===== config.mk =====
export PLATFORM = sky130hd
export DESIGN_NAME = acs_axle_count_supervisor
export DESIGN_NICKNAME = d
export VERILOG_FILES = /design/src/acs_pkg.sv /design/src/acs_axle_detector.sv /design/src/acs_axle_count_supervisor.sv
export SDC_FILE = /design/constraint.sdc
export NUM_CORES = 2
export LEC_CHECK = 0
export BUFFER_PORTS_ARGS = -buffer_cell sky130_fd_sc_hd__buf_2
export CAP_MARGIN = 20
export CORE_ASPECT_RATIO = 0.8
export CORE_MARGIN = 4
export CORE_UTILIZATION = 60
export CTS_BUF_LIST = sky130_fd_sc_hd__clkbuf_8 sky130_fd_sc_hd__clkbuf_16
export CTS_CLUSTER_SIZE = 20
export DETAILED_ROUTE_END_ITERATION = 6
export PLACE_DENSITY = 0.81
export RECOVER_POWER = 50
export SYNTH_ARGS = -nofsm -noshare
export SYNTH_HDL_FRONTEND = slang
export SYNTH_SLANG_ARGS = --single-unit

===== constraint.sdc =====
create_clock -name sys_clk -period 10.3 [get_ports sys_clk]
set_clock_uncertainty 0.1 [all_clocks]
set_input_delay 2.06 -clock sys_clk [delete_from_list [all_inputs] [get_ports sys_clk]]
set_output_delay 2.06 -clock sys_clk [all_outputs]
set_load 0.01 [all_outputs]

===== src/acs_pkg.sv =====
// Shared constants, enumerations and carrier structs for the axle count
// supervisor. Assumes a single 10 MHz system clock for all users.
package acs_pkg;

    // ****************************************************************
    // Timing
    // ****************************************************************
    localparam int CLK_HZ          = 10_000_000;
    localparam int WHEEL_MIN_US    = 100;
    localparam int WHEEL_MIN_CYC   =
        (WHEEL_MIN_US * CLK_HZ + 999_999) / 1_000_000;
    localparam int WHEEL_W         = $clog2(WHEEL_MIN_CYC + 1);
    localparam logic [WHEEL_W-1:0] WHEEL_LAST =
        WHEEL_W'(WHEEL_MIN_CYC - 1);
    localparam int PEER_TIMEOUT_MS = 500;
    localparam int PEER_TIMEOUT_CYC_DEF = (CLK_HZ / 1000) * PEER_TIMEOUT_MS;

    // ****************************************************************
    // Sizes and counts
    // ****************************************************************
    localparam int CNT_W    = 12;
    localparam int TOT_W    = CNT_W + 2;
    localparam int NUM_CH   = 2;
    localparam int NUM_PEER = 3;
    localparam int SYNC_W   = 12;
    localparam logic [CNT_W-1:0] CNT_MAX  = 12'hfff;
    localparam int ROCK_W   = 3;
    localparam logic [ROCK_W-1:0] ROCK_SINGLE = 3'h2;
    localparam logic [ROCK_W-1:0] ROCK_BOTH   = 3'h4;
    localparam logic [2:0] POINTS_PREP = 3'h2;

    // Bit positions inside the synchronised pin vector
    localparam int SY_SENS   = 0;
    localparam int SY_SOK    = 4;
    localparam int SY_CARD   = 8;
    localparam int SY_SUPPLY = 10;
    localparam int SY_RESET  = 11;

    // ****************************************************************
    // Types
    // ****************************************************************
    typedef enum logic [2:0] {
        FLT_NONE     = 3'h0,
        FLT_SUPPLY   = 3'h1,
        FLT_CARD     = 3'h2,
        FLT_SENSOR   = 3'h3,
        FLT_ROCK     = 3'h4,
        FLT_PEER     = 3'h5,
        FLT_OVERFLOW = 3'h6,
        FLT_OUTFIRST = 3'h7
    } acs_fault_e;

    typedef enum logic [1:0] {
        CH_ERR  = 2'h0,
        CH_PREP = 2'h1,
        CH_RUN  = 2'h3
    } acs_chan_e;

    typedef enum logic [2:0] {
        DET_IDLE   = 3'h0,
        DET_A_IN   = 3'h1,
        DET_AB_IN  = 3'h3,
        DET_B_IN   = 3'h2,
        DET_B_OUT  = 3'h4,
        DET_BA_OUT = 3'h5,
        DET_A_OUT  = 3'h7
    } acs_det_e;

    typedef struct packed {
        logic [CNT_W-1:0] inCnt;
        logic [CNT_W-1:0] outCnt;
    } acs_count_s;

    typedef struct packed {
        acs_count_s cnt;
        logic       healthy;
    } acs_peer_s;

    typedef struct packed {
        acs_chan_e  state;
        acs_count_s cnt;
        acs_fault_e fault;
    } acs_chan_s;

endpackage


===== src/acs_axle_detector.sv =====
// One detection point: filters two wheel sensor levels, finds direction
// and emits one-cycle in/out count pulses; flags rocking wheels.
// Assumes sensor levels are already synchronised to sys_clk.
`timescale 1ns/1ps
module acs_axle_detector (
    input  wire logic sys_clk,
    input  wire logic rstn,
    input  wire logic sensA,
    input  wire logic sensB,
    input  wire logic clrErr,
    output logic      inPulse,
    output logic      outPulse,
    output logic      rockErr
);
    import acs_pkg::*;

    logic [WHEEL_W-1:0] cntA, cntB, next_cntA, next_cntB;
    logic               occA, occB, next_occA, next_occB;
    acs_det_e           state, next_state;
    logic [ROCK_W-1:0]  rockA, rockB, rockAll;
    logic [ROCK_W-1:0]  next_rockA, next_rockB, next_rockAll, allSum;
    logic               next_inPulse, next_outPulse, next_rockErr;
    logic               riseA, riseB, countDone, rockHit;
    logic [1:0]         lvl;

    function automatic logic [WHEEL_W-1:0] stepFilt(
        input logic s, input logic [WHEEL_W-1:0] c);
        if (!s)
            return WHEEL_W'(0);
        else if (c == WHEEL_LAST)
            return c;
        else
            return c + WHEEL_W'(1);
    endfunction

    // ****************************************************************
    // Next state
    // ****************************************************************
    always_comb begin
        // Short pulses from light trolley wheels never become occupancy
        next_cntA = stepFilt(sensA, cntA);
        next_cntB = stepFilt(sensB, cntB);
        next_occA = sensA && (occA || cntA == WHEEL_LAST);
        next_occB = sensB && (occB || cntB == WHEEL_LAST);
        riseA = next_occA & ~occA;
        riseB = next_occB & ~occB;
        lvl = {occA, occB};
        next_state = state;
        next_inPulse = 1'b0;
        next_outPulse = 1'b0;
        // Direction from the sensor hit first; count once both sensors clear after the far one
        unique case (state)
            DET_IDLE: begin
                if (lvl == 2'h2) next_state = DET_A_IN;
                else if (lvl == 2'h1) next_state = DET_B_OUT;
            end
            DET_A_IN: begin
                if (lvl == 2'h3) next_state = DET_AB_IN;
                else if (lvl != 2'h2) next_state = DET_IDLE;
            end
            DET_AB_IN: begin
                if (lvl == 2'h1) next_state = DET_B_IN;
                else if (lvl == 2'h2) next_state = DET_A_IN;
                else if (lvl == 2'h0) next_state = DET_IDLE;
            end
            DET_B_IN: begin
                if (lvl == 2'h0) begin
                    next_state = DET_IDLE;
                    next_inPulse = 1'b1;
                end
                else if (lvl == 2'h3) next_state = DET_AB_IN;
                else if (lvl == 2'h2) next_state = DET_IDLE;
            end
            DET_B_OUT: begin
                if (lvl == 2'h3) next_state = DET_BA_OUT;
                else if (lvl != 2'h1) next_state = DET_IDLE;
            end
            DET_BA_OUT: begin
                if (lvl == 2'h2) next_state = DET_A_OUT;
                else if (lvl == 2'h1) next_state = DET_B_OUT;
                else if (lvl == 2'h0) next_state = DET_IDLE;
            end
            DET_A_OUT: begin
                if (lvl == 2'h0) begin
                    next_state = DET_IDLE;
                    next_outPulse = 1'b1;
                end
                else if (lvl == 2'h3) next_state = DET_BA_OUT;
                else if (lvl == 2'h1) next_state = DET_IDLE;
            end
            default: next_state = DET_IDLE;
        endcase
        countDone = next_inPulse | next_outPulse;
        allSum = rockAll + ROCK_W'(riseA) + ROCK_W'(riseB);
        rockHit = (riseA && rockA >= ROCK_SINGLE - 3'h1) ||
                  (riseB && rockB >= ROCK_SINGLE - 3'h1) ||
                  (allSum >= ROCK_BOTH);
        if (clrErr || countDone) begin
            next_rockA = ROCK_W'(0);
            next_rockB = ROCK_W'(0);
            next_rockAll = ROCK_W'(0);
        end
        else begin
            next_rockA = (rockA >= ROCK_SINGLE) ? rockA :
                         rockA + ROCK_W'(riseA);
            next_rockB = (rockB >= ROCK_SINGLE) ? rockB :
                         rockB + ROCK_W'(riseB);
            next_rockAll = (allSum > ROCK_BOTH) ? ROCK_BOTH : allSum;
        end
        // A new rocking hit wins over a clear in the same cycle
        next_rockErr = (rockErr && !clrErr) || rockHit;
    end

    // ****************************************************************
    // Registers
    // ****************************************************************
    always_ff @(posedge sys_clk or negedge rstn) begin
        if (!rstn) begin
            cntA <= WHEEL_W'(0);
            cntB <= WHEEL_W'(0);
            occA <= 1'b0;
            occB <= 1'b0;
            state <= DET_IDLE;
            rockA <= ROCK_W'(0);
            rockB <= ROCK_W'(0);
            rockAll <= ROCK_W'(0);
            inPulse <= 1'b0;
            outPulse <= 1'b0;
            rockErr <= 1'b0;
        end
        else begin
            cntA <= next_cntA;
            cntB <= next_cntB;
            occA <= next_occA;
            occB <= next_occB;
            state <= next_state;
            rockA <= next_rockA;
            rockB <= next_rockB;
            rockAll <= next_rockAll;
            inPulse <= next_inPulse;
            outPulse <= next_outPulse;
            rockErr <= next_rockErr;
        end
    end

endmodule


===== src/acs_axle_count_supervisor.sv =====
// Field unit of a single section axle counter, one or two channels.
// Assumes peer messages arrive already decoded on sys_clk; all pins are
// asynchronous and pass a three-stage synchroniser.
//
// Operation
// - Clear only when total in equals total out and all supervision healthy.
// - Any faulty or missing sub-assembly forces occupied at once.
// - Continuous self-check; any failure or supply loss drops clear.
// - Sensor or cable defect gives an error code and error mode at once.
// - Axle counters hold at least 1024 axles without loss.
// - Entering train turns section occupied in under one second.
// - Section reported clear under 2.5 seconds after last axle leaves.
// - One sensor hit twice without a valid count gives error.
// - Both sensors hit four times without a valid count gives error.
// - Simultaneous in and out axles both counted, none lost.
// - Count, find direction, compare, drive vital output, send counts.
// - Light trolley wheels are neither counted nor cause error.
// - Per card failure, total failure and healthy indications with cause.
// - One to four detection points per section supported.
// - Sampling fast enough for trains up to 250 km/h.
// - Two channels each drive a vital output; section state is their OR.
// - Healthy channel auto-resets a failed companion in steady state.
// - One reset to both channels, taken only while own output dropped.
// - Channels share one sensor input or use separate ones.
// - Free and occupied shown as picked-up and dropped vital output.
// - Out count before any in count holds error until reset.
`timescale 1ns/1ps
module acs_axle_count_supervisor #(
    parameter int PEER_TIMEOUT_CYC = acs_pkg::PEER_TIMEOUT_CYC_DEF
) (
    input  wire logic                           sys_clk,
    input  wire logic                           rstn,
    input  wire logic [3:0]                     sensPin,
    input  wire logic [3:0]                     sensorOkPin,
    input  wire logic [1:0]                     cardOkPin,
    input  wire logic                           supplyOkPin,
    input  wire logic                           resetCmdPin,
    input  wire logic [2:0]                     numPoints,
    input  wire logic                           dualMode,
    input  wire logic                           sensorShared,
    input  wire acs_pkg::acs_peer_s [2:0]       peerMsg,
    input  wire logic [2:0]                     peerStrobe,
    output logic [1:0]                          vital,
    output logic                                vitalOr,
    output logic [1:0]                          prepState,
    output acs_pkg::acs_fault_e [1:0]           failCode,
    output logic [1:0]                          cardFail,
    output logic                                sysFail,
    output logic                                sysOk,
    output acs_pkg::acs_peer_s [1:0]            txMsg
);
    import acs_pkg::*;

    // Peer age saturates at the timeout, so it never wraps back to fresh
    localparam int PT_W = $clog2(PEER_TIMEOUT_CYC + 1);
    localparam logic [PT_W-1:0] PT_LAST = PT_W'(PEER_TIMEOUT_CYC);

    // ****************************************************************
    // Pin synchroniser
    // ****************************************************************
    logic [SYNC_W-1:0] syn1, syn2, syn3, pins, next_pins;
    logic              rstLvl, next_rstLvl;

    // A bit changes only once the second and third stage agree
    always_comb begin
        next_pins = (pins & (syn2 ^ syn3)) | (syn3 & ~(syn2 ^ syn3));
        next_rstLvl = pins[SY_RESET];
    end

    always_ff @(posedge sys_clk or negedge rstn) begin
        if (!rstn) begin
            syn1 <= SYNC_W'(0);
            syn2 <= SYNC_W'(0);
            syn3 <= SYNC_W'(0);
            pins <= SYNC_W'(0);
            rstLvl <= 1'b0;
        end
        else begin
            syn1 <= {resetCmdPin, supplyOkPin, cardOkPin, sensorOkPin,
                     sensPin};
            syn2 <= syn1;
            syn3 <= syn2;
            pins <= next_pins;
            rstLvl <= next_rstLvl;
        end
    end

    // ****************************************************************
    // Detection points, one per channel
    // ****************************************************************
    logic [1:0] inPulse, outPulse, rockErr, clrErr;
    logic [3:0] sensSel;

    // Shared mode feeds channel 0 sensors to both channels
    assign sensSel = sensorShared ?
        {pins[SY_SENS+1:SY_SENS], pins[SY_SENS+1:SY_SENS]} :
        pins[SY_SENS+3:SY_SENS];

    for (genvar g = 0; g < NUM_CH; g++) begin : gDet
        acs_axle_detector uDet (
            .sys_clk  (sys_clk),
            .rstn     (rstn),
            .sensA    (sensSel[2*g]),
            .sensB    (sensSel[2*g+1]),
            .clrErr   (clrErr[g]),
            .inPulse  (inPulse[g]),
            .outPulse (outPulse[g]),
            .rockErr  (rockErr[g])
        );
    end

    // ****************************************************************
    // Peer messages and freshness
    // ****************************************************************
    acs_peer_s [2:0] peerHeld, next_peerHeld;
    logic [PT_W-1:0] peerAge [NUM_PEER];
    logic [PT_W-1:0] next_peerAge [NUM_PEER];
    logic [2:0]      peerUsed, peerBad;

    always_comb begin
        for (int p = 0; p < NUM_PEER; p++) begin
            next_peerHeld[p] = peerStrobe[p] ? peerMsg[p] : peerHeld[p];
            next_peerAge[p] = peerStrobe[p] ? PT_W'(0) :
                (peerAge[p] == PT_LAST) ? peerAge[p] : peerAge[p] + PT_W'(1);
            // Points beyond the first are peers
            peerUsed[p] = (3'(p) + 3'h1) < numPoints;
            peerBad[p] = peerUsed[p] &&
                (peerAge[p] == PT_LAST || !peerHeld[p].healthy);
        end
    end

    always_ff @(posedge sys_clk or negedge rstn) begin
        if (!rstn) begin
            // Peers start stale so old data cannot clear the section
            peerHeld <= '0;
            for (int p = 0; p < NUM_PEER; p++)
                peerAge[p] <= PT_LAST;
        end
        else begin
            peerHeld <= next_peerHeld;
            for (int p = 0; p < NUM_PEER; p++)
                peerAge[p] <= next_peerAge[p];
        end
    end

    // ****************************************************************
    // Channel supervision
    // ****************************************************************
    acs_chan_s [1:0]  chan, next_chan;
    logic [1:0]       next_vital, next_prep, next_card, next_clr, chanOn;
    logic             next_vitalOr, next_sysFail, next_sysOk;
    acs_fault_e [1:0] live;
    acs_peer_s [1:0]  next_tx;
    logic [TOT_W-1:0] totIn, totOut, nTotIn, nTotOut;
    logic             rstEdge, ovf, outFirst;

    // Section total over the local count and every peer in use
    function automatic logic [TOT_W-1:0] sectionSum(
        input logic [CNT_W-1:0] own, input acs_peer_s [2:0] pm,
        input logic [2:0] use_, input logic selOut);
        logic [TOT_W-1:0] s;
        s = TOT_W'(own);
        for (int p = 0; p < NUM_PEER; p++)
            if (use_[p])
                s = s + TOT_W'(selOut ? pm[p].cnt.outCnt : pm[p].cnt.inCnt);
        return s;
    endfunction

    always_comb begin
        // One press gives one edge, however long the key is held
        rstEdge = pins[SY_RESET] && !rstLvl;
        next_chan = chan;
        next_clr = 2'h0;
        for (int c = 0; c < NUM_CH; c++) begin
            // Channel 1 exists only in the dual channel variant
            chanOn[c] = (c == 0) || dualMode;
            next_card[c] = chanOn[c] && !pins[SY_CARD+c];
            // Fixed priority picks the reported cause of failure
            if (!pins[SY_SUPPLY])
                live[c] = FLT_SUPPLY;
            else if (!pins[SY_CARD+c])
                live[c] = FLT_CARD;
            else if (pins[SY_SOK+2*c+1 -: 2] != 2'h3)
                live[c] = FLT_SENSOR;
            // A rocking flag that this channel's reset is clearing is stale
            else if (rockErr[c] && !clrErr[c])
                live[c] = FLT_ROCK;
            else if (peerBad != 3'h0)
                live[c] = FLT_PEER;
            else
                live[c] = FLT_NONE;
            totIn = sectionSum(chan[c].cnt.inCnt, peerHeld, peerUsed, 1'b0);
            totOut = sectionSum(chan[c].cnt.outCnt, peerHeld, peerUsed, 1'b1);
            ovf = (inPulse[c] && chan[c].cnt.inCnt == CNT_MAX) ||
                  (outPulse[c] && chan[c].cnt.outCnt == CNT_MAX);
            // An out axle with nothing inside means a missed in count
            outFirst = outPulse[c] && !inPulse[c] && totIn == TOT_W'(0);
            unique case (chan[c].state)
                CH_ERR: begin
                    // Counts restart at zero; a live section is never reset
                    if (chanOn[c] && rstEdge && !vital[c]) begin
                        next_clr[c] = 1'b1;
                        next_chan[c].cnt = '0;
                        next_chan[c].fault = FLT_NONE;
                        next_chan[c].state = (numPoints == POINTS_PREP) ?
                            CH_PREP : CH_RUN;
                    end
                    // Companion clear and stable takes this channel back
                    else if (chanOn[c] && dualMode && live[c] == FLT_NONE &&
                             chan[1-c].state == CH_RUN && vital[1-c]) begin
                        next_clr[c] = 1'b1;
                        next_chan[c].cnt = chan[1-c].cnt;
                        next_chan[c].fault = FLT_NONE;
                        next_chan[c].state = CH_RUN;
                    end
                end
                CH_PREP, CH_RUN: begin
                    // Both directions update in the same cycle
                    next_chan[c].cnt.inCnt =
                        chan[c].cnt.inCnt + CNT_W'(inPulse[c]);
                    next_chan[c].cnt.outCnt =
                        chan[c].cnt.outCnt + CNT_W'(outPulse[c]);
                    if (!chanOn[c] || live[c] != FLT_NONE) begin
                        next_chan[c].state = CH_ERR;
                        next_chan[c].fault = chanOn[c] ? live[c] : FLT_CARD;
                    end
                    else if (ovf) begin
                        next_chan[c].state = CH_ERR;
                        next_chan[c].fault = FLT_OVERFLOW;
                    end
                    else if (outFirst) begin
                        next_chan[c].state = CH_ERR;
                        next_chan[c].fault = FLT_OUTFIRST;
                    end
                    else if (chan[c].state == CH_PREP &&
                             totIn != TOT_W'(0) && totIn == totOut)
                        next_chan[c].state = CH_RUN;
                end
                // An upset state code is treated as a failed channel
                default: begin
                    next_chan[c].state = CH_ERR;
                    next_chan[c].fault = FLT_CARD;
                end
            endcase
            nTotIn = sectionSum(next_chan[c].cnt.inCnt, peerHeld, peerUsed,
                                1'b0);
            nTotOut = sectionSum(next_chan[c].cnt.outCnt, peerHeld, peerUsed,
                                 1'b1);
            // Evaluated every cycle, so clear and occupied follow at once
            next_vital[c] = next_chan[c].state == CH_RUN &&
                            live[c] == FLT_NONE &&
                            nTotIn == nTotOut;
            next_prep[c] = next_chan[c].state == CH_PREP;
            next_tx[c].cnt = next_chan[c].cnt;
            next_tx[c].healthy = chanOn[c] && live[c] == FLT_NONE &&
                                 next_chan[c].state != CH_ERR;
        end
        next_vitalOr = |next_vital;
        // System failure only when every enabled channel is down
        next_sysFail = (next_chan[0].state == CH_ERR) &&
                       (!dualMode || next_chan[1].state == CH_ERR);
        next_sysOk = next_tx[0].healthy &&
                     (!dualMode || next_tx[1].healthy);
    end

    // Power-up lands in error: a reset command is needed before clear
    always_ff @(posedge sys_clk or negedge rstn) begin
        if (!rstn) begin
            for (int c = 0; c < NUM_CH; c++) begin
                chan[c].state <= CH_ERR;
                chan[c].cnt <= '0;
                chan[c].fault <= FLT_SUPPLY;
            end
            clrErr <= 2'h0;
            vital <= 2'h0;
            vitalOr <= 1'b0;
            prepState <= 2'h0;
            cardFail <= 2'h0;
            sysFail <= 1'b1;
            sysOk <= 1'b0;
            txMsg <= '0;
        end
        else begin
            chan <= next_chan;
            clrErr <= next_clr;
            vital <= next_vital;
            vitalOr <= next_vitalOr;
            prepState <= next_prep;
            cardFail <= next_card;
            sysFail <= next_sysFail;
            sysOk <= next_sysOk;
            txMsg <= next_tx;
        end
    end

    // Fault code holds until a reset or an auto-reset clears it
    always_comb begin
        for (int c = 0; c < NUM_CH; c++)
            failCode[c] = chan[c].fault;
    end

endmodule


==> impl_metrics.tcl <==
set metrics [dict create \
    status "finished, violations left" \
    violations "design-rule violations, max-capacitance violations, max-slew violations" \
    tightest_slew_ns 5.34 \
    synth.avg_cell_area_um2 8.31 \
    synth_edf_count 0 \
    switching_share_pct 50.2 \
    seq_area_frac_synth_pct 24.9 \
    setup_viol 0 \
    area_growth_syn_to_layout_pct 7.54 \
    crit_path_end_kind "flip-flop" \
    final_antenna_net_count 0 \
    num_io_pins 162 \
    h-tree-depth 2 \
    numCtsBuffers 37 \
    rsz0062_at_grt "no" \
    fill_cells 4805 \
    setup_slack_ns 0.711 \
    synth_most_common_cell "nand2_1" \
    internal_power_mw 5.25 \
    wire_per_inst_um 25.5 \
    synthArstFlopShare_pct 100 \
    cts_root_buf "clkbuf_16" \
    cts_tree "done" \
    peakVddDrop_mv 0.164 \
    num_rows 77 \
    required_ns 10.69 \
    numPortBuffers 161 \
    firstDrtPassIters 7 \
    synth_nets 4539 \
    cts_resized 0 \
    fin_crit_sh_pct 93.1 \
    path_clk_slew_ns 0.07 \
    synth_area_leaders "dfrtp_1, ha_1, xnor2_1" \
    synth_cell_type_count 110 \
    drcViolationCount 13 \
    fin_crit_ns 9.59 \
    synth_top_area_cell "dfrtp_1" \
    grt.total_usage_pct 40.1 \
    crit_fanout 9 \
    fp.dieH_um 221 \
    cp_data_arrival_time_ns 9.98 \
    grt_pass1_wl_mm 188 \
    min_path_type "flip-flop to flip-flop" \
    path_class "primary input to flip-flop" \
    timing.fmax_ghz 0.104 \
    synth_flop_cell "dfrtp_1" \
    ys_ff_latch 338 \
    clock_power_share_pct 13.4 \
    crit_path_max_incr_delay_ns 0.58 \
    viasPerCell 6.87 \
    ys_top_cells_by_count "nand2_1, nor2_1, ha_1, dfrtp_1, a21oi_1" \
    num_antenna_cells 0 \
    fp.dieArea_um2 60600 \
    gp_congestion 1.09 \
    drive_gt1_share_pct 11.9 \
    rrSetupSlack_ns 1.32 \
    relSlewSlack_pct -256 \
    yosys_warnings 0 \
    power_frac_comb_pct 70.0 \
    hold_viol 0 \
    drv_slew 375 \
    drtIter0Drc 5029 \
    crit_slowest_cell "or4_4" \
    final.setup.tns_ns 0 \
    p_per_area_nw_per_um2 288 \
    syn_area_um2 34000 \
    grt_pass1_vias 30826 \
    overflow 0 \
    antenna_found_initial 2 \
    cts_setup_buffers 0 \
    cts-hold-fix-buffers 0 \
    maxCapViolCount 6 \
    die_w_um 274 \
    clk_latency_ns 0.59 \
    place_ws_ns 0.461 \
    grt_max_degree 115 \
    design.core.area_um2 55700 \
    cts.sinks 338 \
    power.net_switching_mw 5.30 \
    start_kind "primary input" \
    wl_mm 126 \
    power.leakage_nw 16.3 \
    hpwl_mm 96.5 \
    layout.nets 4610 \
    cts_buffer_depth 3 \
    num_vias 33965 \
    start_util_pct 61.1 \
    yosysTopAreaCellShare_pct 22.9 \
    p_seq_share_pct 16.6 \
    syn_inst 4096 \
]
## placed cells by master, fill, tap and decap left out, types with 24 or more instances in the layout
| master | count |
|---|---|
| a211oi_1 | 71 |
| a21o_1 | 73 |
| a21oi_1 | 279 |
| a31oi_1 | 42 |
| and2_1 | 40 |
| and3_1 | 60 |
| buf_2 | 153 |
| buf_4 | 71 |
| clkbuf_16 | 37 |
| dfrtp_1 | 311 |
| dfstp_2 | 27 |
| fa_1 | 26 |
| ha_1 | 320 |
| inv_1 | 130 |
| mux2_2 | 97 |
| mux2i_1 | 51 |
| nand2_1 | 391 |
| nand2b_1 | 54 |
| nand3_1 | 108 |
| nand4_1 | 57 |
| nor2_1 | 353 |
| nor2b_1 | 37 |
| nor3_1 | 99 |
| nor4_1 | 28 |
| o211ai_1 | 34 |
| o21a_1 | 57 |
| o21ai_0 | 242 |
| o21bai_1 | 24 |
| o22ai_1 | 28 |
| o31ai_1 | 43 |
| or3_1 | 51 |
| xnor2_1 | 192 |
| xor2_1 | 152 |
## registers in the layout (all words and copies together), names as in the netlist, 2 cells and up, named ones only
signal,flops
cardFail,2
chan,52
clrErr,2
failCode,6
gDet.uDet.cntA,20
gDet.uDet.cntB,20
gDet.uDet.inPulse,2
gDet.uDet.occA,2
gDet.uDet.occB,2
gDet.uDet.outPulse,2
gDet.uDet.rockA,6
gDet.uDet.rockAll,6
gDet.uDet.rockB,6
gDet.uDet.rockErr,2
gDet.uDet.state,6
peerAge,69
peerHeld,75
prepState,2
syn1,12
syn2,12
syn3,12
txMsg,2
vital,2
## power by group through the flow
stage          Sequential [mW]  Combinational (mW)  Clock, mW
4_1_cts                   1.73                7.08       1.43
3_3_place_gp              1.75                6.96          0
6_report                  1.75                7.39       1.41
3_5_place_dp              1.75                7.03          0
5_1_grt                   1.74                7.98       1.48
2_1_floorplan             1.56                5.44          0
## routing by layer
metal  GRT usage, %  routed length [µm]  up-vias
li1               -                   -    15214
met1           57.9               51100    15988
met2           53.6               48400     2346
met3           15.1               20200      411
met5              0                  40        -
met4           15.9                6290        6
## final cells by class
type                       instances  area, µm²  area share (%)
tap                              750        938            2.56
multi-input combinational       3422      24000            65.6
clock buffer                      40        967            2.64
sequential                       338       8490            23.2
clock inverter                    28        304           0.831
timing repair buffer             238       1390            3.78
inverter                         130        488            1.33
## worst max-delay path, delay by kind of cell
family          cells  cell delay (ns)
buf+inv             3             0.57
xor+xnor            5             0.79
simple gates        8             1.72
compound gates     18             3.78
fa+ha+maj           3             1.06
## cells by family (layout without fill, tap and decap cells)
logic type	after synthesis	after routing	synth area share (%)
adder cells (fa/ha/maj)	358	358	13.6
XOR/XNOR	347	347	9.05
AO/OA/AOI/OAI	1164	1164	22.8
flip-flops	338	338	24.9
multiplexers	150	150	4.79
buffers and inverters	336	436	4.53
AND/OR/NAND/NOR	1403	1403	20.3
## final timing paths
kind	cells after the start	to	start
min in group asynchronous	1	peerHeld[45]$_DFFE_PN0P_	rstn
max in group asynchronous	3	chan[38]$_DFF_PN0_	rstn
min reg2reg	0	syn2[6]$_DFF_PN0_	syn1[6]$_DFF_PN0_
min	0	syn2[6]$_DFF_PN0_	syn1[6]$_DFF_PN0_
max	37	vitalOr$_DFF_PN0_	dualMode
max reg2reg	30	vitalOr$_DFF_PN0_	peerAge[49]$_DFFE_PN0P_
## metrics by stage
step	util [%]	instances	power (mW)	instance area [µm²]	hold slack, ns
final	65.7	4946	10.6	36600	0.248
after global routing	65.7	4946	11.2	36600	0.263
after CTS	65.8	4945	10.2	36600	0.250
after detailed placement	63.5	4877	8.77	35400	0.237
after global placement	63.5	4877	8.71	35400	0.232
after floorplan	-	4096	7.00	34000	0.231
Note: power is estimated with default switching activity, not from simulation.
